==> src/design/pmd_pkg.sv <==
package pmd_pkg;

    localparam int unsigned CLK_HZ = 50_000_000;
    localparam int unsigned BLINK_MS = 100;
    localparam int unsigned BLINK_CYCLES = BLINK_MS * (CLK_HZ / 1000);

    localparam int unsigned PREAMBLE_ONES = 32;
    localparam int unsigned OP_BITS = 2;
    localparam int unsigned ADDR_BITS = 5;
    localparam int unsigned TA_BITS = 2;
    localparam int unsigned DATA_BITS = 16;

    localparam logic [1:0] OP_READ = 2'h2;
    localparam logic [1:0] OP_WRITE = 2'h1;
    localparam logic [2:0] BCAST_ADDR = 3'h0;

    localparam logic [4:0] REG_BASIC_CONTROL = 5'h00;
    localparam logic [4:0] REG_EXT_CTRL_B2B_10M = 5'h18;
    localparam logic [4:0] REG_INT_CTRL_STATUS = 5'h1B;
    localparam logic [4:0] REG_LOOPBACK_AUX = 5'h1C;
    localparam logic [4:0] REG_PHY_CONTROL_TWO = 5'h1F;

    localparam logic [15:0] BASIC_CONTROL_RESET = 16'h3100;
    localparam logic [15:0] ZERO16 = 16'h0000;

    localparam int unsigned BC_LOOPBACK = 14;
    localparam int unsigned BC_SPEED100 = 13;
    localparam int unsigned BC_AUTONEG = 12;
    localparam int unsigned BC_FULL_DUPLEX = 8;
    localparam int unsigned EXT_B2B_10M = 6;
    localparam int unsigned AUX_LOOPBACK = 5;
    localparam int unsigned AUX_EEE_EN = 0;
    localparam int unsigned PC2_MDIX_SWAP = 14;
    localparam int unsigned PC2_AUTO_MDIX = 13;
    localparam int unsigned PC2_INT_POL = 9;
    localparam int unsigned PC2_LED_HI = 5;
    localparam int unsigned PC2_LED_LO = 4;
    localparam int unsigned PC2_REMOTE_LB = 2;

    localparam logic [1:0] LED_SEL_ALT = 2'h1;
    localparam logic [2:0] CFG_B2B = 3'h6;
    localparam int unsigned CFG_MDIX_OFF_BIT = 0;

    typedef enum logic [1:0] {
        LM_LINK_ACT,
        LM_SPEED,
        LM_LINK,
        LM_ACT
    } pmd_light_mode_t;

    typedef struct packed {
        logic dv;
        logic [3:0] d;
    } pmd_nib_t;

endpackage

==> src/design/pmd_top.sv <==
// What this block does
// Answer frames for own address 1..7; also take writes sent to address 0.
// Management address comes from three-bit strap caught at reset.
// Station sends 32 ones, start 01, opcode 10 read or 01 write.
// Then device and register address, turnaround, sixteen data bits, idle.
// All registers are 16 bits; low addresses standard, high ones extended.
// Two wires: station clock plus one shared bidirectional data line.
// Interrupt register: enables high byte, status low byte, output gated by enables.
// Reading interrupt register clears all status bits and the output.
// Control-two bit 9 picks interrupt polarity, active low after reset.
// Both lights active low; default link-activity and speed, field selects link and activity.
// Small package shared pin is light until EEE enabled and partner agrees.
// Link-activity: steady on when idle, blink on traffic; activity blinks only.
// Speed light on for 100 link; link light on while link up.
// Auto crossover taken from config strap at reset, then control-two bit 13.
// Without auto crossover use normal pairs; bit 14 swaps them.
// Config strap 110 at reset selects back-to-back repeater mode.
// In repeater mode peer wiring joins receive outputs to transmit inputs.
// Software sets extended bit 6 for repeater at 10 Mb/s.
// Local loopback needs basic-control settings and aux bit 5.
// Local loopback returns MAC transmit frames on the receive side.
// Control-two bit 2 loops line frames back, only at 100 full duplex.
// Software forces or negotiates 100 full duplex before remote loopback.
// At 100 Mb/s receive valid covers preamble through last nibble.
// Data line released except second turnaround bit and data of own reads.
`timescale 1ns/1ps
module pmd_top #(
    parameter int unsigned BLINK_TICKS = pmd_pkg::BLINK_CYCLES
) (
    input wire logic ref_clk,
    input wire logic resetn,
    input wire logic mgmt_clk,
    input wire logic mgmt_data_in,
    output logic mgmt_data_out,
    output logic mgmt_data_oe,
    input wire logic [2:0] address_strap,
    input wire logic [2:0] config_strap,
    input wire logic small_package,
    input wire logic partner_eee,
    input wire logic link_up,
    input wire logic link_speed100,
    input wire logic link_full_duplex,
    input wire logic activity,
    input wire logic [7:0] int_events,
    input wire pmd_pkg::pmd_nib_t mac_tx,
    input wire pmd_pkg::pmd_nib_t line_rx,
    output pmd_pkg::pmd_nib_t mac_rx,
    output pmd_pkg::pmd_nib_t line_tx,
    output logic interrupt_output,
    output logic status_light_first,
    output logic status_light_second,
    output logic shared_pin_txer,
    output logic auto_mdix_en,
    output logic mdix_swap,
    output logic b2b_mode,
    output logic b2b_10m,
    output logic local_loopback,
    output logic remote_loopback
);
    typedef enum logic [2:0] {
        MS_PRE,
        MS_START,
        MS_OP,
        MS_PHY,
        MS_REG,
        MS_TA,
        MS_DATA
    } pmd_mstate_t;

    ////////////////////////////////////////////////////////////////////////
    // pin synchronisers
    logic [7:0] pins_s;
    logic mdc_s;
    logic mdio_s;
    logic [2:0] addr_s;
    logic [2:0] cfg_s;

    pmd_sync #(.W(8)) u_sync (
        .ref_clk(ref_clk),
        .resetn(resetn),
        .din({mgmt_clk, mgmt_data_in, address_strap, config_strap}),
        .dout(pins_s)
    );

    assign mdc_s = pins_s[7];
    assign mdio_s = pins_s[6];
    assign addr_s = pins_s[5:3];
    assign cfg_s = pins_s[2:0];

    logic mdc_prev_q;
    logic mdc_rise;
    logic mdc_fall;

    always_ff @(posedge ref_clk or negedge resetn) begin
        if (!resetn) begin
            mdc_prev_q <= 1'b0;
        end else begin
            mdc_prev_q <= mdc_s;
        end
    end

    assign mdc_rise = mdc_s & ~mdc_prev_q;
    assign mdc_fall = ~mdc_s & mdc_prev_q;

    ////////////////////////////////////////////////////////////////////////
    // strap capture, once after release; sync delay lets pins settle
    logic [1:0] strap_wait_q;
    logic strap_done_q;
    logic strap_take;
    logic [2:0] my_addr_q;

    always_ff @(posedge ref_clk or negedge resetn) begin
        if (!resetn) begin
            strap_wait_q <= 2'h0;
            strap_done_q <= 1'b0;
            my_addr_q <= 3'h0;
            b2b_mode <= 1'b0;
        end else if (!strap_done_q) begin
            strap_wait_q <= strap_wait_q + 2'h1;
            if (strap_take) begin
                strap_done_q <= 1'b1;
                my_addr_q <= addr_s;
                b2b_mode <= (cfg_s == pmd_pkg::CFG_B2B);
            end
        end
    end

    assign strap_take = (strap_wait_q == 2'h3);

    ////////////////////////////////////////////////////////////////////////
    // management frame engine
    pmd_mstate_t st_q;
    logic [5:0] cnt_q;
    logic [15:0] sh_q;
    logic [1:0] op_q;
    logic [4:0] phy_q;
    logic [4:0] reg_q;
    logic rd_hit_q;
    logic wr_hit_q;
    logic [15:0] rd_q;
    logic wr_en;
    logic rd_take;
    logic [15:0] rd_val;
    logic [4:0] phy_full;
    logic [4:0] reg_full;

    assign phy_full = {phy_q[3:0], mdio_s};
    assign reg_full = {reg_q[3:0], mdio_s};
    assign wr_en = mdc_rise && st_q == pmd_mstate_t'(MS_DATA) && cnt_q == 6'(pmd_pkg::DATA_BITS - 1) && wr_hit_q;
    assign rd_take = mdc_rise && st_q == MS_REG && cnt_q == 6'(pmd_pkg::ADDR_BITS - 1) && op_q == pmd_pkg::OP_READ
        && phy_q[4:3] == 2'h0 && phy_q[2:0] == my_addr_q && my_addr_q != pmd_pkg::BCAST_ADDR;

    always_ff @(posedge ref_clk or negedge resetn) begin
        if (!resetn) begin
            st_q <= MS_PRE;
            cnt_q <= 6'h00;
            sh_q <= 16'h0000;
            op_q <= 2'h0;
            phy_q <= 5'h00;
            reg_q <= 5'h00;
            rd_hit_q <= 1'b0;
            wr_hit_q <= 1'b0;
            rd_q <= 16'h0000;
        end else if (mdc_rise) begin
            unique case (st_q)
                MS_PRE: begin
                    rd_hit_q <= 1'b0;
                    wr_hit_q <= 1'b0;
                    if (mdio_s) begin
                        if (cnt_q != 6'(pmd_pkg::PREAMBLE_ONES)) begin
                            cnt_q <= cnt_q + 6'h01;
                        end
                    end else if (cnt_q == 6'(pmd_pkg::PREAMBLE_ONES)) begin
                        st_q <= MS_START;
                    end else begin
                        cnt_q <= 6'h00;
                    end
                end
                MS_START: begin
                    cnt_q <= 6'h00;
                    st_q <= mdio_s ? MS_OP : MS_PRE;
                end
                MS_OP: begin
                    op_q <= {op_q[0], mdio_s};
                    cnt_q <= cnt_q + 6'h01;
                    if (cnt_q == 6'(pmd_pkg::OP_BITS - 1)) begin
                        cnt_q <= 6'h00;
                        if ({op_q[0], mdio_s} == pmd_pkg::OP_READ || {op_q[0], mdio_s} == pmd_pkg::OP_WRITE) begin
                            st_q <= MS_PHY;
                        end else begin
                            st_q <= MS_PRE;
                        end
                    end
                end
                MS_PHY: begin
                    phy_q <= phy_full;
                    cnt_q <= cnt_q + 6'h01;
                    if (cnt_q == 6'(pmd_pkg::ADDR_BITS - 1)) begin
                        cnt_q <= 6'h00;
                        st_q <= MS_REG;
                    end
                end
                MS_REG: begin
                    reg_q <= reg_full;
                    cnt_q <= cnt_q + 6'h01;
                    if (cnt_q == 6'(pmd_pkg::ADDR_BITS - 1)) begin
                        cnt_q <= 6'h00;
                        st_q <= MS_TA;
                        rd_hit_q <= rd_take;
                        rd_q <= rd_val;
                        wr_hit_q <= op_q == pmd_pkg::OP_WRITE && phy_q[4:3] == 2'h0
                            && (phy_q[2:0] == my_addr_q || phy_q[2:0] == pmd_pkg::BCAST_ADDR);
                    end
                end
                MS_TA: begin
                    cnt_q <= cnt_q + 6'h01;
                    if (cnt_q == 6'(pmd_pkg::TA_BITS - 1)) begin
                        cnt_q <= 6'h00;
                        st_q <= MS_DATA;
                    end
                end
                MS_DATA: begin
                    sh_q <= {sh_q[14:0], mdio_s};
                    cnt_q <= cnt_q + 6'h01;
                    if (cnt_q == 6'(pmd_pkg::DATA_BITS - 1)) begin
                        cnt_q <= 6'h00;
                        st_q <= MS_PRE;
                    end
                end
            endcase
        end
    end

    // drive changes on the falling clock so the station samples stable bits
    always_ff @(posedge ref_clk or negedge resetn) begin
        if (!resetn) begin
            mgmt_data_oe <= 1'b0;
            mgmt_data_out <= 1'b1;
        end else if (mdc_fall) begin
            if (rd_hit_q && st_q == MS_TA && cnt_q == 6'h01) begin
                mgmt_data_oe <= 1'b1;
                mgmt_data_out <= 1'b0;
            end else if (rd_hit_q && st_q == MS_DATA) begin
                mgmt_data_oe <= 1'b1;
                mgmt_data_out <= rd_q[4'(pmd_pkg::DATA_BITS - 1) - cnt_q[3:0]];
            end else begin
                mgmt_data_oe <= 1'b0;
                mgmt_data_out <= 1'b1;
            end
        end
    end

    ////////////////////////////////////////////////////////////////////////
    // register file
    logic [15:0] basic_control_q;
    logic [15:0] ext_ctrl_q;
    logic [7:0] int_enable_q;
    logic [7:0] int_status_q;
    logic [15:0] loopback_aux_q;
    logic [15:0] phy_ctrl2_q;
    logic [15:0] wdata;

    assign wdata = {sh_q[14:0], mdio_s};

    always_comb begin
        unique case (reg_full)
            pmd_pkg::REG_BASIC_CONTROL: rd_val = basic_control_q;
            pmd_pkg::REG_EXT_CTRL_B2B_10M: rd_val = ext_ctrl_q;
            pmd_pkg::REG_INT_CTRL_STATUS: rd_val = {int_enable_q, int_status_q};
            pmd_pkg::REG_LOOPBACK_AUX: rd_val = loopback_aux_q;
            pmd_pkg::REG_PHY_CONTROL_TWO: rd_val = phy_ctrl2_q;
            default: rd_val = pmd_pkg::ZERO16;
        endcase
    end

    always_ff @(posedge ref_clk or negedge resetn) begin
        if (!resetn) begin
            basic_control_q <= pmd_pkg::BASIC_CONTROL_RESET;
            ext_ctrl_q <= pmd_pkg::ZERO16;
            int_enable_q <= 8'h00;
            loopback_aux_q <= pmd_pkg::ZERO16;
            phy_ctrl2_q <= pmd_pkg::ZERO16;
        end else begin
            if (strap_take && !strap_done_q) begin
                phy_ctrl2_q[pmd_pkg::PC2_AUTO_MDIX] <= ~cfg_s[pmd_pkg::CFG_MDIX_OFF_BIT];
            end
            if (wr_en) begin
                unique case (reg_q)
                    pmd_pkg::REG_BASIC_CONTROL: basic_control_q <= wdata;
                    pmd_pkg::REG_EXT_CTRL_B2B_10M: ext_ctrl_q <= wdata;
                    pmd_pkg::REG_INT_CTRL_STATUS: int_enable_q <= wdata[15:8];
                    pmd_pkg::REG_LOOPBACK_AUX: loopback_aux_q <= wdata;
                    pmd_pkg::REG_PHY_CONTROL_TWO: phy_ctrl2_q <= wdata;
                    default: begin
                    end
                endcase
            end
        end
    end

    // status read-clear is taken when the read data is latched; a new event still wins
    always_ff @(posedge ref_clk or negedge resetn) begin
        if (!resetn) begin
            int_status_q <= 8'h00;
        end else begin
            int_status_q <= ((rd_take && reg_full == pmd_pkg::REG_INT_CTRL_STATUS) ? 8'h00 : int_status_q)
                | int_events;
        end
    end

    always_ff @(posedge ref_clk or negedge resetn) begin
        if (!resetn) begin
            interrupt_output <= 1'b1;
        end else begin
            interrupt_output <= (|(int_enable_q & int_status_q))
                ~^ phy_ctrl2_q[pmd_pkg::PC2_INT_POL];
        end
    end

    ////////////////////////////////////////////////////////////////////////
    // mode outputs and data paths
    logic lb_local;
    logic lb_remote;

    assign lb_local = basic_control_q[pmd_pkg::BC_LOOPBACK] & loopback_aux_q[pmd_pkg::AUX_LOOPBACK]
        & ~basic_control_q[pmd_pkg::BC_AUTONEG] & basic_control_q[pmd_pkg::BC_FULL_DUPLEX];
    // remote wrap only when the line really runs 100 full duplex
    assign lb_remote = phy_ctrl2_q[pmd_pkg::PC2_REMOTE_LB] & link_speed100 & link_full_duplex;

    always_ff @(posedge ref_clk or negedge resetn) begin
        if (!resetn) begin
            auto_mdix_en <= 1'b0;
            mdix_swap <= 1'b0;
            b2b_10m <= 1'b0;
            local_loopback <= 1'b0;
            remote_loopback <= 1'b0;
            shared_pin_txer <= 1'b0;
        end else begin
            auto_mdix_en <= phy_ctrl2_q[pmd_pkg::PC2_AUTO_MDIX];
            mdix_swap <= ~phy_ctrl2_q[pmd_pkg::PC2_AUTO_MDIX] & phy_ctrl2_q[pmd_pkg::PC2_MDIX_SWAP];
            b2b_10m <= b2b_mode & ext_ctrl_q[pmd_pkg::EXT_B2B_10M];
            local_loopback <= lb_local;
            remote_loopback <= lb_remote;
            shared_pin_txer <= small_package & loopback_aux_q[pmd_pkg::AUX_EEE_EN] & partner_eee;
        end
    end

    always_ff @(posedge ref_clk or negedge resetn) begin
        if (!resetn) begin
            mac_rx <= '0;
            line_tx <= '0;
        end else begin
            // line valid is passed whole, preamble included, so a peer can use it as enable
            mac_rx <= lb_local ? mac_tx : line_rx;
            line_tx <= lb_remote ? line_rx : mac_tx;
        end
    end

    ////////////////////////////////////////////////////////////////////////
    // status lights
    logic [31:0] blink_cnt_q;
    logic blink_q;
    logic light0_n;
    pmd_pkg::pmd_light_mode_t mode0;
    pmd_pkg::pmd_light_mode_t mode1;

    always_ff @(posedge ref_clk or negedge resetn) begin
        if (!resetn) begin
            blink_cnt_q <= 32'h0000_0000;
            blink_q <= 1'b0;
        end else if (blink_cnt_q == BLINK_TICKS - 1) begin
            blink_cnt_q <= 32'h0000_0000;
            blink_q <= ~blink_q;
        end else begin
            blink_cnt_q <= blink_cnt_q + 32'h0000_0001;
        end
    end

    assign mode0 = (phy_ctrl2_q[pmd_pkg::PC2_LED_HI:pmd_pkg::PC2_LED_LO] == pmd_pkg::LED_SEL_ALT)
        ? pmd_pkg::LM_LINK : pmd_pkg::LM_LINK_ACT;
    assign mode1 = (phy_ctrl2_q[pmd_pkg::PC2_LED_HI:pmd_pkg::PC2_LED_LO] == pmd_pkg::LED_SEL_ALT)
        ? pmd_pkg::LM_ACT : pmd_pkg::LM_SPEED;

    pmd_light u_light0 (
        .ref_clk(ref_clk),
        .resetn(resetn),
        .mode(mode0),
        .link_up(link_up),
        .speed100(link_speed100),
        .activity(activity),
        .blink_phase(blink_q),
        .light_n(light0_n)
    );

    pmd_light u_light1 (
        .ref_clk(ref_clk),
        .resetn(resetn),
        .mode(mode1),
        .link_up(link_up),
        .speed100(link_speed100),
        .activity(activity),
        .blink_phase(blink_q),
        .light_n(status_light_second)
    );

    // pin given over to error input shows no light
    always_ff @(posedge ref_clk or negedge resetn) begin
        if (!resetn) begin
            status_light_first <= 1'b1;
        end else begin
            status_light_first <= shared_pin_txer ? 1'b1 : light0_n;
        end
    end
endmodule // pmd_top

==> src/design/pmd_sync.sv <==
`timescale 1ns/1ps
module pmd_sync #(
    parameter int unsigned W = 1
) (
    input wire logic ref_clk,
    input wire logic resetn,
    input wire logic [W-1:0] din,
    output logic [W-1:0] dout
);
    logic [W-1:0] meta_q;

    // first stage feeds only the second stage
    always_ff @(posedge ref_clk or negedge resetn) begin
        if (!resetn) begin
            meta_q <= '0;
            dout <= '0;
        end else begin
            meta_q <= din;
            dout <= meta_q;
        end
    end
endmodule // pmd_sync

==> src/design/pmd_light.sv <==
`timescale 1ns/1ps
module pmd_light (
    input wire logic ref_clk,
    input wire logic resetn,
    input wire pmd_pkg::pmd_light_mode_t mode,
    input wire logic link_up,
    input wire logic speed100,
    input wire logic activity,
    input wire logic blink_phase,
    output logic light_n
);
    logic on;

    always_comb begin
        unique case (mode)
            pmd_pkg::LM_LINK_ACT: on = link_up & (activity ? blink_phase : 1'b1);
            pmd_pkg::LM_ACT: on = activity & blink_phase;
            pmd_pkg::LM_SPEED: on = link_up & speed100;
            pmd_pkg::LM_LINK: on = link_up;
        endcase
    end

    // active low drive, dark during reset
    always_ff @(posedge ref_clk or negedge resetn) begin
        if (!resetn) begin
            light_n <= 1'b1;
        end else begin
            light_n <= ~on;
        end
    end
endmodule // pmd_light

==> config.mk <==
export PLATFORM = sky130hd
export DESIGN_NAME = pmd_top
export DESIGN_NICKNAME = d
export VERILOG_FILES = /design/src/design/pmd_pkg.sv /design/src/design/pmd_top.sv /design/src/design/pmd_sync.sv /design/src/design/pmd_light.sv
export SDC_FILE = /design/constraint.sdc
export NUM_CORES = 1
export LEC_CHECK = 0
export ABC_CLOCK_PERIOD_IN_PS = 2700
export BUFFER_PORTS_ARGS = -buffer_cell sky130_fd_sc_hd__buf_4
export CAP_MARGIN = 20
export CORE_ASPECT_RATIO = 0.9
export CORE_MARGIN = 4
export CORE_UTILIZATION = 50
export DETAILED_ROUTE_END_ITERATION = 8
export GPL_TIMING_DRIVEN = 0
export HOLD_SLACK_MARGIN = 0.06
export PLACE_DENSITY_LB_ADDON = 0.1
export SLEW_MARGIN = 0
export SYNTH_ARGS = -nofsm -noshare
export SYNTH_HDL_FRONTEND = slang
export SYNTH_SLANG_ARGS = --single-unit
==> constraint.sdc <==
create_clock -name ref_clk -period 2.7 [get_ports ref_clk]
set_input_delay 0 -clock ref_clk [delete_from_list [all_inputs] [get_ports ref_clk]]
set_output_delay 0 -clock ref_clk [all_outputs]
set_load 0.02 [all_outputs]
==> results.md, run 1 <==
- Status: completed
- Yosys reg bits: 213
- Post-Route WL: around 22 mm
- Slew margin rel.: 38.5%
- Final period utilization: 94.0%
- Max-cap violations: 0
- Initial core utilization: 51.2%
- Cell Rows: between 40 and 50
- Core footprint: about 18000 sq um
- TritonCTS Buffers: 23
- Final hold vios: 0
- Share of layout cells above drive strength 1: 28.3%
- Worst skew pair latency: 0.51 ns
- Critical Path Sink Type: flop
- Layout area overhead: 21.6%
- RePlAce Congestion: 0.861
- Critical Path RT: 3.09 ns
- EDFF count, synth: 0
- Final Power: 6.82 mW
- Pin count of the biggest net entering global routing: 127
- PD cells: 593 nW/um^2
- Post-synthesis sequential area ratio: 56.5%
- Most instantiated cells after synthesis: dfrtp_1, mux2_2, nand2_1
- Leakage: 5.35 nW
- CTS tree: yes
- Initial drt markers: 403
- Yosys Warn Count: 0
- Antenna viol nets, final: 0
- Setup violators final: 0
- Reg clk slew, reported paths: 0.06 ns
- Placed insts: 1055
- Startpoint types: flop
- Setup CP Type: reg2reg
- Net Count, Synth: 793
- Asr flop ratio synth: 100%
- Die area: 21200 sq um
- Die W: 153 microns
- Antenna cell count: 0
- H-tree Lvls: 1
- RSZ-0062 raised after global routing: false
- Ys flop type: dfrtp_1
- Syn Area/Cell: between 10 and 15 sq um
- Final setup margin: around 0.16 ns
- Dpl cell area: 10200 sq um
- Post-Layout Cell Count: roughly 1100
- Share of the synthesized area in the top cell type: 54.3%
- Vias per cell: 5.66
- Die H: 138 microns
- Ranking of synthesized cells by area: dfrtp_1, mux2_2, a22oi_1
- Post-detail-place hpwl: roughly 15 mm
- Clock sinks: 213
- Post-route cell area: 11500 sq um
- Overflow after GRT: 0
- Most frequent cell after synthesis: dfrtp_1
- Initial antenna violation count: 0
- CP arrival: around 2.9 ns
- Final nets: ~900
- Layout Skew: 0.00860 ns
- DRC: 0
- Crit-path max FO: 10
- Worst VDD drop: 0.000616 V
- Clock root cell: clkbuf_16
- Slew Viols, Final: 0
- Post-layout minimum cycle time: 2.54 ns
- Drt wl/cell: around 19 microns
- Hold Crit Class: in2reg
- Worst-Margin Slew: just over 0.9 ns
- Global-route usage over all layers: 20.7%
- Vias in the first global route: a little under 7000
- First drt pass iteration count: 5
- Peak Freq: slightly below 400 MHz
- Synthesized cell area: between 9000 and 10000 sq um
- Synth area leader: dfrtp_1
- DR vias: 6479
- Buffers on Ports: 55
- Pre-CTS setup slack: -0.0351 ns
- Io pins: 56
- Netlist cell types: between 70 and 80
- First-pass GRT wire length: 36.3 mm
- Post-route setup TNS: 0 ns
- Syn Inst Count: 754
- Longest Clk Path Bufs: 3
-- per-layer routing --
metal,global-route usage (%),vias to the layer above,wire length [microns]
li1,-,3011,-
met1,30.2,3295,10100
met2,33.2,138,10200
met3,3.25,35,947
met4,4.88,0,450
met5,0,-,0
-- critical path, stage by stage (launching register included) --
cell	delay (ns)
dfrtp_1	0.47
ha_1	0.26
nand4b_1	0.32
nor3_4	0.34
and3b_1	0.18
buf_2	0.20
buf_4	0.27
mux2_2	0.37
-- registers in the layout, summed over array words and instances (netlist names), 5 cells and up --
name / cells
basic_control_q: 16
blink_cnt_q: 32
cnt_q: 6
ext_ctrl_q: 16
int_enable_q: 8
int_status_q: 8
line_tx: 5
loopback_aux_q: 16
mac_rx: 5
phy_ctrl2_q: 16
phy_q: 5
rd_q: 16
reg_q: 5
sh_q: 15
u_sync.dout: 8
u_sync.meta_q: 8
-- kinds of logic after synthesis --
logic type,count (synthesis),synth area share [%]
AND/OR/NAND/NOR,222,13.5
flip-flops,213,56.5
AO/OA/AOI/OAI,122,9.39
multiplexers,116,14.5
buffers and inverters,42,2.17
XOR/XNOR,34,3.23
adder cells (fa/ha/maj),5,0.662
-- layout make-up --
type | count | area, sq um
repair buffers | 105 | 928
inverters | 7 | 26.3
fillers | 1474 | 6980
multi-input cells | 499 | 3910
well taps | 245 | 307
flip-flops and latches | 213 | 5340
clock buffers | 32 | 669
plain buffers | 35 | 180
clock inverters | 8 | 130
-- repair_timing --
action / CTS / global route
resized for setup: 1 / 2
endpoints found under the setup margin: 8 / 11
hold buffers: 45 / 0
endpoints found under the hold margin: 149 / 0
setup buffers: 0 / 4
-- report_power, final --
part | total (mW) | switching (mW) | internal [mW]
sequential | 3.25 | 0.0207 | 3.23
clock | 3.25 | 1.24 | 2.02
combinational | 0.308 | 0.169 | 0.139
-- per-stage QoR --
step	hold slack [ns]	util, %
3_3_place_gp	0.110	55.0
4_1_cts	0.123	62.0
3_5_place_dp	0.111	55.2
2_1_floorplan	-0.296	-
5_1_grt	0.146	62.2
6_report	0.143	62.2
-- worst paths after layout --
check,startpoint,endpoint,slack (ns),depth (start not counted)
min,mgmt_data_in,u_sync.meta_q[6],0.14,2
min in group asynchronous,resetn,u_sync.dout[7],0.19,2
max reg2reg,cnt_q[0],loopback_aux_q[14],0.16,7
max in group asynchronous,resetn,basic_control_q[8],1.57,3
min reg2reg,u_sync.meta_q[2],u_sync.dout[2],0.35,0
max,cnt_q[0],loopback_aux_q[14],0.16,7
-- placed cells by master (no fill, tap or decap), drive strengths merged, types with 11 or more instances in the layout --
| cell | count |
|---|---|
| clkbuf | 48 |
| nand2 | 60 |
| xnor2 | 25 |
| nand3 | 37 |
| a22o | 18 |
| nor3 | 12 |
| mux2 | 110 |
| a22oi | 30 |
| dlygate4sd3 | 45 |
| a21oi | 13 |
| nor2b | 11 |
| buf | 79 |
| o21ai | 17 |
| dfrtp | 205 |
| nor2 | 27 |
Power figures use the tool's default switching activity.
==> run 2, diff against run 1 <==
--- a/config.mk
+++ b/config.mk
@@ -5,7 +5,7 @@
 export SDC_FILE = /design/constraint.sdc
 export NUM_CORES = 1
 export LEC_CHECK = 0
-export ABC_CLOCK_PERIOD_IN_PS = 2700
+export ABC_CLOCK_PERIOD_IN_PS = 2400
 export BUFFER_PORTS_ARGS = -buffer_cell sky130_fd_sc_hd__buf_4
 export CAP_MARGIN = 20
 export CORE_ASPECT_RATIO = 0.9
@@ -15,7 +15,6 @@
 export GPL_TIMING_DRIVEN = 0
 export HOLD_SLACK_MARGIN = 0.06
 export PLACE_DENSITY_LB_ADDON = 0.1
-export SLEW_MARGIN = 0
 export SYNTH_ARGS = -nofsm -noshare
 export SYNTH_HDL_FRONTEND = slang
 export SYNTH_SLANG_ARGS = --single-unit
==> constraint.sdc (replaced) <==
create_clock -name ref_clk -period 2.4 [get_ports ref_clk]
set_input_delay 0 -clock ref_clk [delete_from_list [all_inputs] [get_ports ref_clk]]
set_output_delay 0 -clock ref_clk [all_outputs]
set_load 0.02 [all_outputs]
==> run 2 against run 1 <==
Against the previous run:
- cell count is essentially flat
- sequential share of layout area shrank 0.16 points
- maximum frequency grew 9.6%
- utilization is 0.22 points higher
- highest routed layer unchanged
- total power rose by 13%
- die area did not move
- sequential cell count stayed put
- largest cell class unchanged
- design area increased by 0.36%
- routed wire length rose by 0.53%
- global-route usage grew 0.094 points
- non-clock buffer count decreased by 1
==> results.md, run 2 (synthesis results as in run 1) <==
- Die W: 153 microns
- Drt wl/cell: 19.1 microns
- DR vias: 6482
- TritonCTS Buffers: 23
- Peak Freq: 432 MHz
- Core footprint: 18500 sq um
- Post-detail-place hpwl: 14.6 mm
- Setup CP Type: reg2reg
- Max-cap violations: 0
- Delay-heaviest family, CP: simple AND/OR/NAND/NOR gates
- Reg clk slew, reported paths: 0.06 ns
- RePlAce Congestion: 0.861
- Initial core utilization: between 50% and 60%
- Critical Path Sink Type: flop
- PD cells: 665 nW/um^2
- Worst VDD drop: 0.000693 V
- Status: completed
- Register area: between 5000 and 6000 sq um
- Antenna cell count: 0
- CTS tree: yes
- Cell Rows: 47
- Startpoint types: flop
- Clock sinks: 213
- Most flops, register: blink_cnt_q
- Initial antenna violation count: 0
- Largest register FFs: 32
- Layout area overhead: 22.0%
- CP arrival: 2.71 ns
- First drt pass iteration count: 7
- Share of layout cells above drive strength 1: 29.2%
- Hold WS: roughly 0.14 ns
- Antenna viol nets, final: 0
- Layout Skew: 0.00860 ns
- Vias in the first global route: 6829
- Final period utilization: 96.5%
- Cell repeated most along the worst path: nand4b_1
- First-pass GRT wire length: 36.4 mm
- Hold Crit Class: in2reg
- Slowest CP cell: nand4b_1
- Final nets: 922
- Vias per cell: 5.67
- Overflow after GRT: 0
- Area of the multi-input gates: between 3000 and 4000 sq um
- Buffers on Ports: 55
- Initial drt markers: 384
- Final setup margin: between 0.08 and 0.09 ns
- Commonest non-fill, non-tap cell in the layout: dfrtp_1
- Leakage: 5.38 nW
- Longest Clk Path Bufs: 3
- Most frequent cells in the layout: dfrtp_1, mux2_2, buf_4, nand2_1, dlygate4sd3_1
- Clock root cell: clkbuf_16
- Worst skew pair latency: 0.51 ns
- Buf/Inv on CP: 1
- Io pins: 56
- Die H: 138 microns
- Final Power: around 7.7 mW
- RSZ-0062 raised after global routing: false
- Die area: approximately 21000 sq um
- Worst-Margin Slew: 0.924 ns
- Cell Chain, Critical Path: ha_1, nand4b_1, buf_4, nor3_4, nand4b_1, mux2_2
- Post-layout minimum cycle time: 2.32 ns
- Critical Path RT: 2.79 ns
- Slew Viols, Final: 0
- Max stage delay on crit path: 0.51 ns
- Global-route usage over all layers: 20.8%
- Crit-path max FO: 8
- Setup violators final: 0
- DRC: 0
- Slew margin rel.: 38.4%
- Pin count of the biggest net entering global routing: around 130
- Pre-CTS setup slack: -0.335 ns
- Fill cells: 1474
- H-tree Lvls: 1
- Post-Route WL: around 22 mm
- Final hold vios: 0
-- run 2: cell types whose count changed in the layout (fill, tap and decap cells not counted), sizes merged --
| cell | previous run | this run |
|---|---|---|
| buf | 79 | 77 |
| clkbuf | 48 | 49 |
-- run 2: timing repair --
item	4_1_cts	5_1_grt
endpoints found under the setup margin	66	89
hold buffers	45	0
resized for setup	8	15
buffers inserted	2	1
pin swaps	1	1
endpoints found under the hold margin	149	0
-- run 2: where the power goes --
part	switching, mW	internal [mW]
clock network	1.39	2.27
logic	0.192	0.158
registers	0.0234	3.64
total	1.61	6.06
-- run 2: path summary, 6_finish.rpt --
kind / endpoint / depth (start not counted) / slack [ns] / start
worst max-delay path: int_enable_q[3] / 6 / 0.08 / cnt_q[0]
worst min-delay path: u_sync.meta_q[6] / 2 / 0.14 / mgmt_data_in
worst max register to register: int_enable_q[3] / 6 / 0.08 / cnt_q[0]
worst min register to register: u_sync.dout[2] / 0 / 0.35 / u_sync.meta_q[2]
max in group asynchronous: basic_control_q[8] / 3 / 1.24 / resetn
min in group asynchronous: u_sync.dout[7] / 2 / 0.19 / resetn
-- run 2: worst reg2reg max path, delay by kind of cell (launching register included) --
family	cells	cell delay, ns
simple gates	3	0.88
flops	1	0.43
mux	1	0.47
buf+inv	1	0.18
fa+ha+maj	1	0.24
-- run 2: cell type report --
type,instances,area share (%)
clock inverters,8,1.13
multi-input cells,499,34.2
repair buffers,104,7.99
plain buffers,35,1.69
clock buffers,32,5.81
flip-flops and latches,213,46.3
inverters,7,0.228
well taps,245,2.66
-- run 2: routing by layer --
metal	vias up	wire [microns]	global-route usage, %
li1	3015	-	-
met1	3305	10200	30.3
met2	131	10300	33.4
met3	31	869	3.25
met4	0	430	4.88
met5	-	0	0
-- run 2: stage by stage --
stage | cells | TNS (ns) | area [sq um] | utilization [%]
3_3_place_gp | 1054 | -22.44 | 10200 | 55.0
3_5_place_dp | 1055 | -6.39 | 10200 | 55.2
5_1_grt | 1143 | 0 | 11500 | 62.4
2_1_floorplan | 754 | 0 | 9450 | -
4_1_cts | 1142 | -0.183 | 11500 | 62.2
6_report | 1143 | 0 | 11500 | 62.4
==> run 3, diff against run 2 <==
--- a/config.mk
+++ b/config.mk
@@ -8,7 +8,7 @@
 export ABC_CLOCK_PERIOD_IN_PS = 2400
 export BUFFER_PORTS_ARGS = -buffer_cell sky130_fd_sc_hd__buf_4
 export CAP_MARGIN = 20
-export CORE_ASPECT_RATIO = 0.9
+export CORE_ASPECT_RATIO = 2
 export CORE_MARGIN = 4
 export CORE_UTILIZATION = 50
 export DETAILED_ROUTE_END_ITERATION = 8
==> run 3 against run 2 <==
Against the previous run:
- cell count is 3.2% lower
- largest power group unchanged
- hold slack worse by 0.057 ns
- clock skew rose by 0.0046 ns
- count of clock-buffer cells in the layout shrank 2
- first-iteration DRC count decreased by 21%
- clock power down 16%
- highest routed layer unchanged
- non-clock buffer count is 4 lower
- utilization decreased by 0.81 points
==> results.md, run 3 (synthesis results as in run 1) <==
- Final period utilization: 97.0%
- Die H: 202 microns
- Initial antenna violation count: 0
- Commonest non-fill, non-tap cell in the layout: dfrtp_1
- DRC: 0
- H-tree Lvls: 1
- Vias in the first global route: 7037
- Global-route usage over all layers: 22.7%
- Clock power frac: ~43%
- Post-Route WL: 23.9 mm
- Placed insts: 1026
- Cell Rows: 70
- Layout Skew: 0.0132 ns
- Vias per cell: 5.91
- Critical R2R Capture: st_q[0]
- P_int: about 5.5 mW
- PD cells: 626 nW/um^2
- Crit Reg-Reg Startpoint: st_q[0]
- Worst VDD drop: 0.000515 V
- Crit-path max FO: 10
- Peak Freq: approximately 430 MHz
- P_sw: 1.56 mW
- Layout area overhead: 20.0%
- Share of layout cells above drive strength 1: 29.3%
- Critical Path RT: between 2 and 3 ns
- Slew margin rel.: 42.9%
- Longest Clk Path Bufs: 3
- Seq pwr share: 51.5%
- Final Power: 7.09 mW
- Startpoint types: flop
- Pin count of the biggest net entering global routing: 123
- Slew Viols, Final: 0
- Post-route cell area: 11300 sq um
- Post-route setup TNS: 0 ns
- Clock root cell: clkbuf_16
- Reg2Reg Setup Slack: 0.07 ns
- Hold Crit Class: in2async
- Post-detail-place hpwl: 17.2 mm
- Die W: 105 microns
- Setup violators final: 0
- Largest register FFs: 32
- Drt wl/cell: 21.6 microns
- Overflow after GRT: 0
- RePlAce Congestion: between 0.8 and 0.9
- Worst-Margin Slew: 0.850 ns
- First drt pass iteration count: 4
- Dpl cell area: 10200 sq um
- Most flops, register: blink_cnt_q
- Die area: 21300 sq um
- First-pass GRT wire length: 38.0 mm
- Core footprint: 18400 sq um
- Max-cap violations: 0
- DR vias: between 6000 and 7000
- Initial core utilization: 51.4%
- Hold WS: 0.0854 ns
- Leakage: 5.31 nW
- Post-Layout Cell Count: 1106
- Final nets: roughly 920
- Pre-CTS setup slack: -0.528 ns
- Sw frac: 21.9%
- Initial drt markers: 302
- CP arrival: 2.70 ns
- Worst skew pair latency: 0.49 ns
- Clock sinks: 213
- Antenna cell count: 0
- Antenna viol nets, final: 0
- RSZ-0062 raised after global routing: false
- Most frequent cells in the layout: dfrtp_1, mux2_2, buf_4
- TritonCTS Buffers: 20
- Buffers on Ports: 55
- Io pins: 56
- Setup CP Type: reg2reg
- Worst-case reg-to-reg path depth: 7
- Post-layout minimum cycle time: 2.33 ns
- Critical Path Sink Type: flop
- CTS tree: yes
- Final setup margin: 0.0727 ns
- Final core utilization: approximately three fifths
- Final hold vios: 0
- Combinational Power Share: 5.1%
- Status: completed
- Reg clk slew, reported paths: roughly 0.07 ns
## run 3: changes by cell type in the layout (fill, tap and decap cells not counted), moves of 2 or more
cell and delta:
clkinvlp_4 +2, dlygate4sd3_1 -6, clkbuf_8 -2, buf_4 +3
clkbuf_16 -2, clkbuf_1 +2, bufinv_16 -3, clkbuf_2 -2
## run 3: layout make-up
type / instances / area [sq um]
fillers: 1471 / 7060
flip-flops and latches: 213 / 5340
multi-input cells: 499 / 3970
repair buffers: 101 / 883
clock buffers: 30 / 599
well taps: 216 / 270
plain buffers: 34 / 196
clock inverters: 6 / 46.3
inverters: 7 / 26.3
## run 3: critical path, cell delays in order (launching register included)
cell and delay (ns):
dfrtp_1 0.35, buf_2 0.21, clkbuf_1 0.43, xor2_1 0.22, mux2_2 0.36, nor2_1 0.21, a21oi_1 0.11, o41ai_1 0.33
## run 3: power groups by stage
stage               Sequential [mW]  Combinational, mW  Clock, mW
floorplan                      3.74             0.0964          0
global route                   3.66              0.400       3.31
detailed placement             3.72              0.299          0
CTS                            3.66              0.352       3.18
global placement               3.72              0.285          0
finish                         3.65              0.361       3.08
## run 3: per-layer routing
metal | vias to the layer above | GRT usage (%) | share of wire (%)
li1 | 3004 | - | -
met1 | 3317 | 23.0 | 34
met2 | 139 | 43.6 | 57
met3 | 79 | 2.56 | 2.6
met4 | 0 | 13.3 | 6.0
met5 | - | 0 | 0
## run 3: worst max-delay path by stage
stage             start  cells after the start  slack, ns            endpoint
2_1_floorplan  cnt_q[1]                      8       0.20            cnt_q[0]
3_3_place_gp   cnt_q[1]                      9      -0.49     int_status_q[7]
3_5_place_dp   cnt_q[1]                      9      -0.53     int_status_q[2]
4_1_cts         st_q[2]                      8       0.01  loopback_aux_q[13]
5_1_grt        cnt_q[1]                      9     0.0007     int_status_q[2]
6_report        st_q[0]                      7       0.07             st_q[0]
## run 3: what timing repair did
item	in CTS	in global routing
hold buffers	39	0
endpoints found under the hold margin	121	0
resized for setup	11	17
gates cloned	0	0
setup buffers	4	2
pin swaps	2	1
endpoints found under the setup margin	72	52
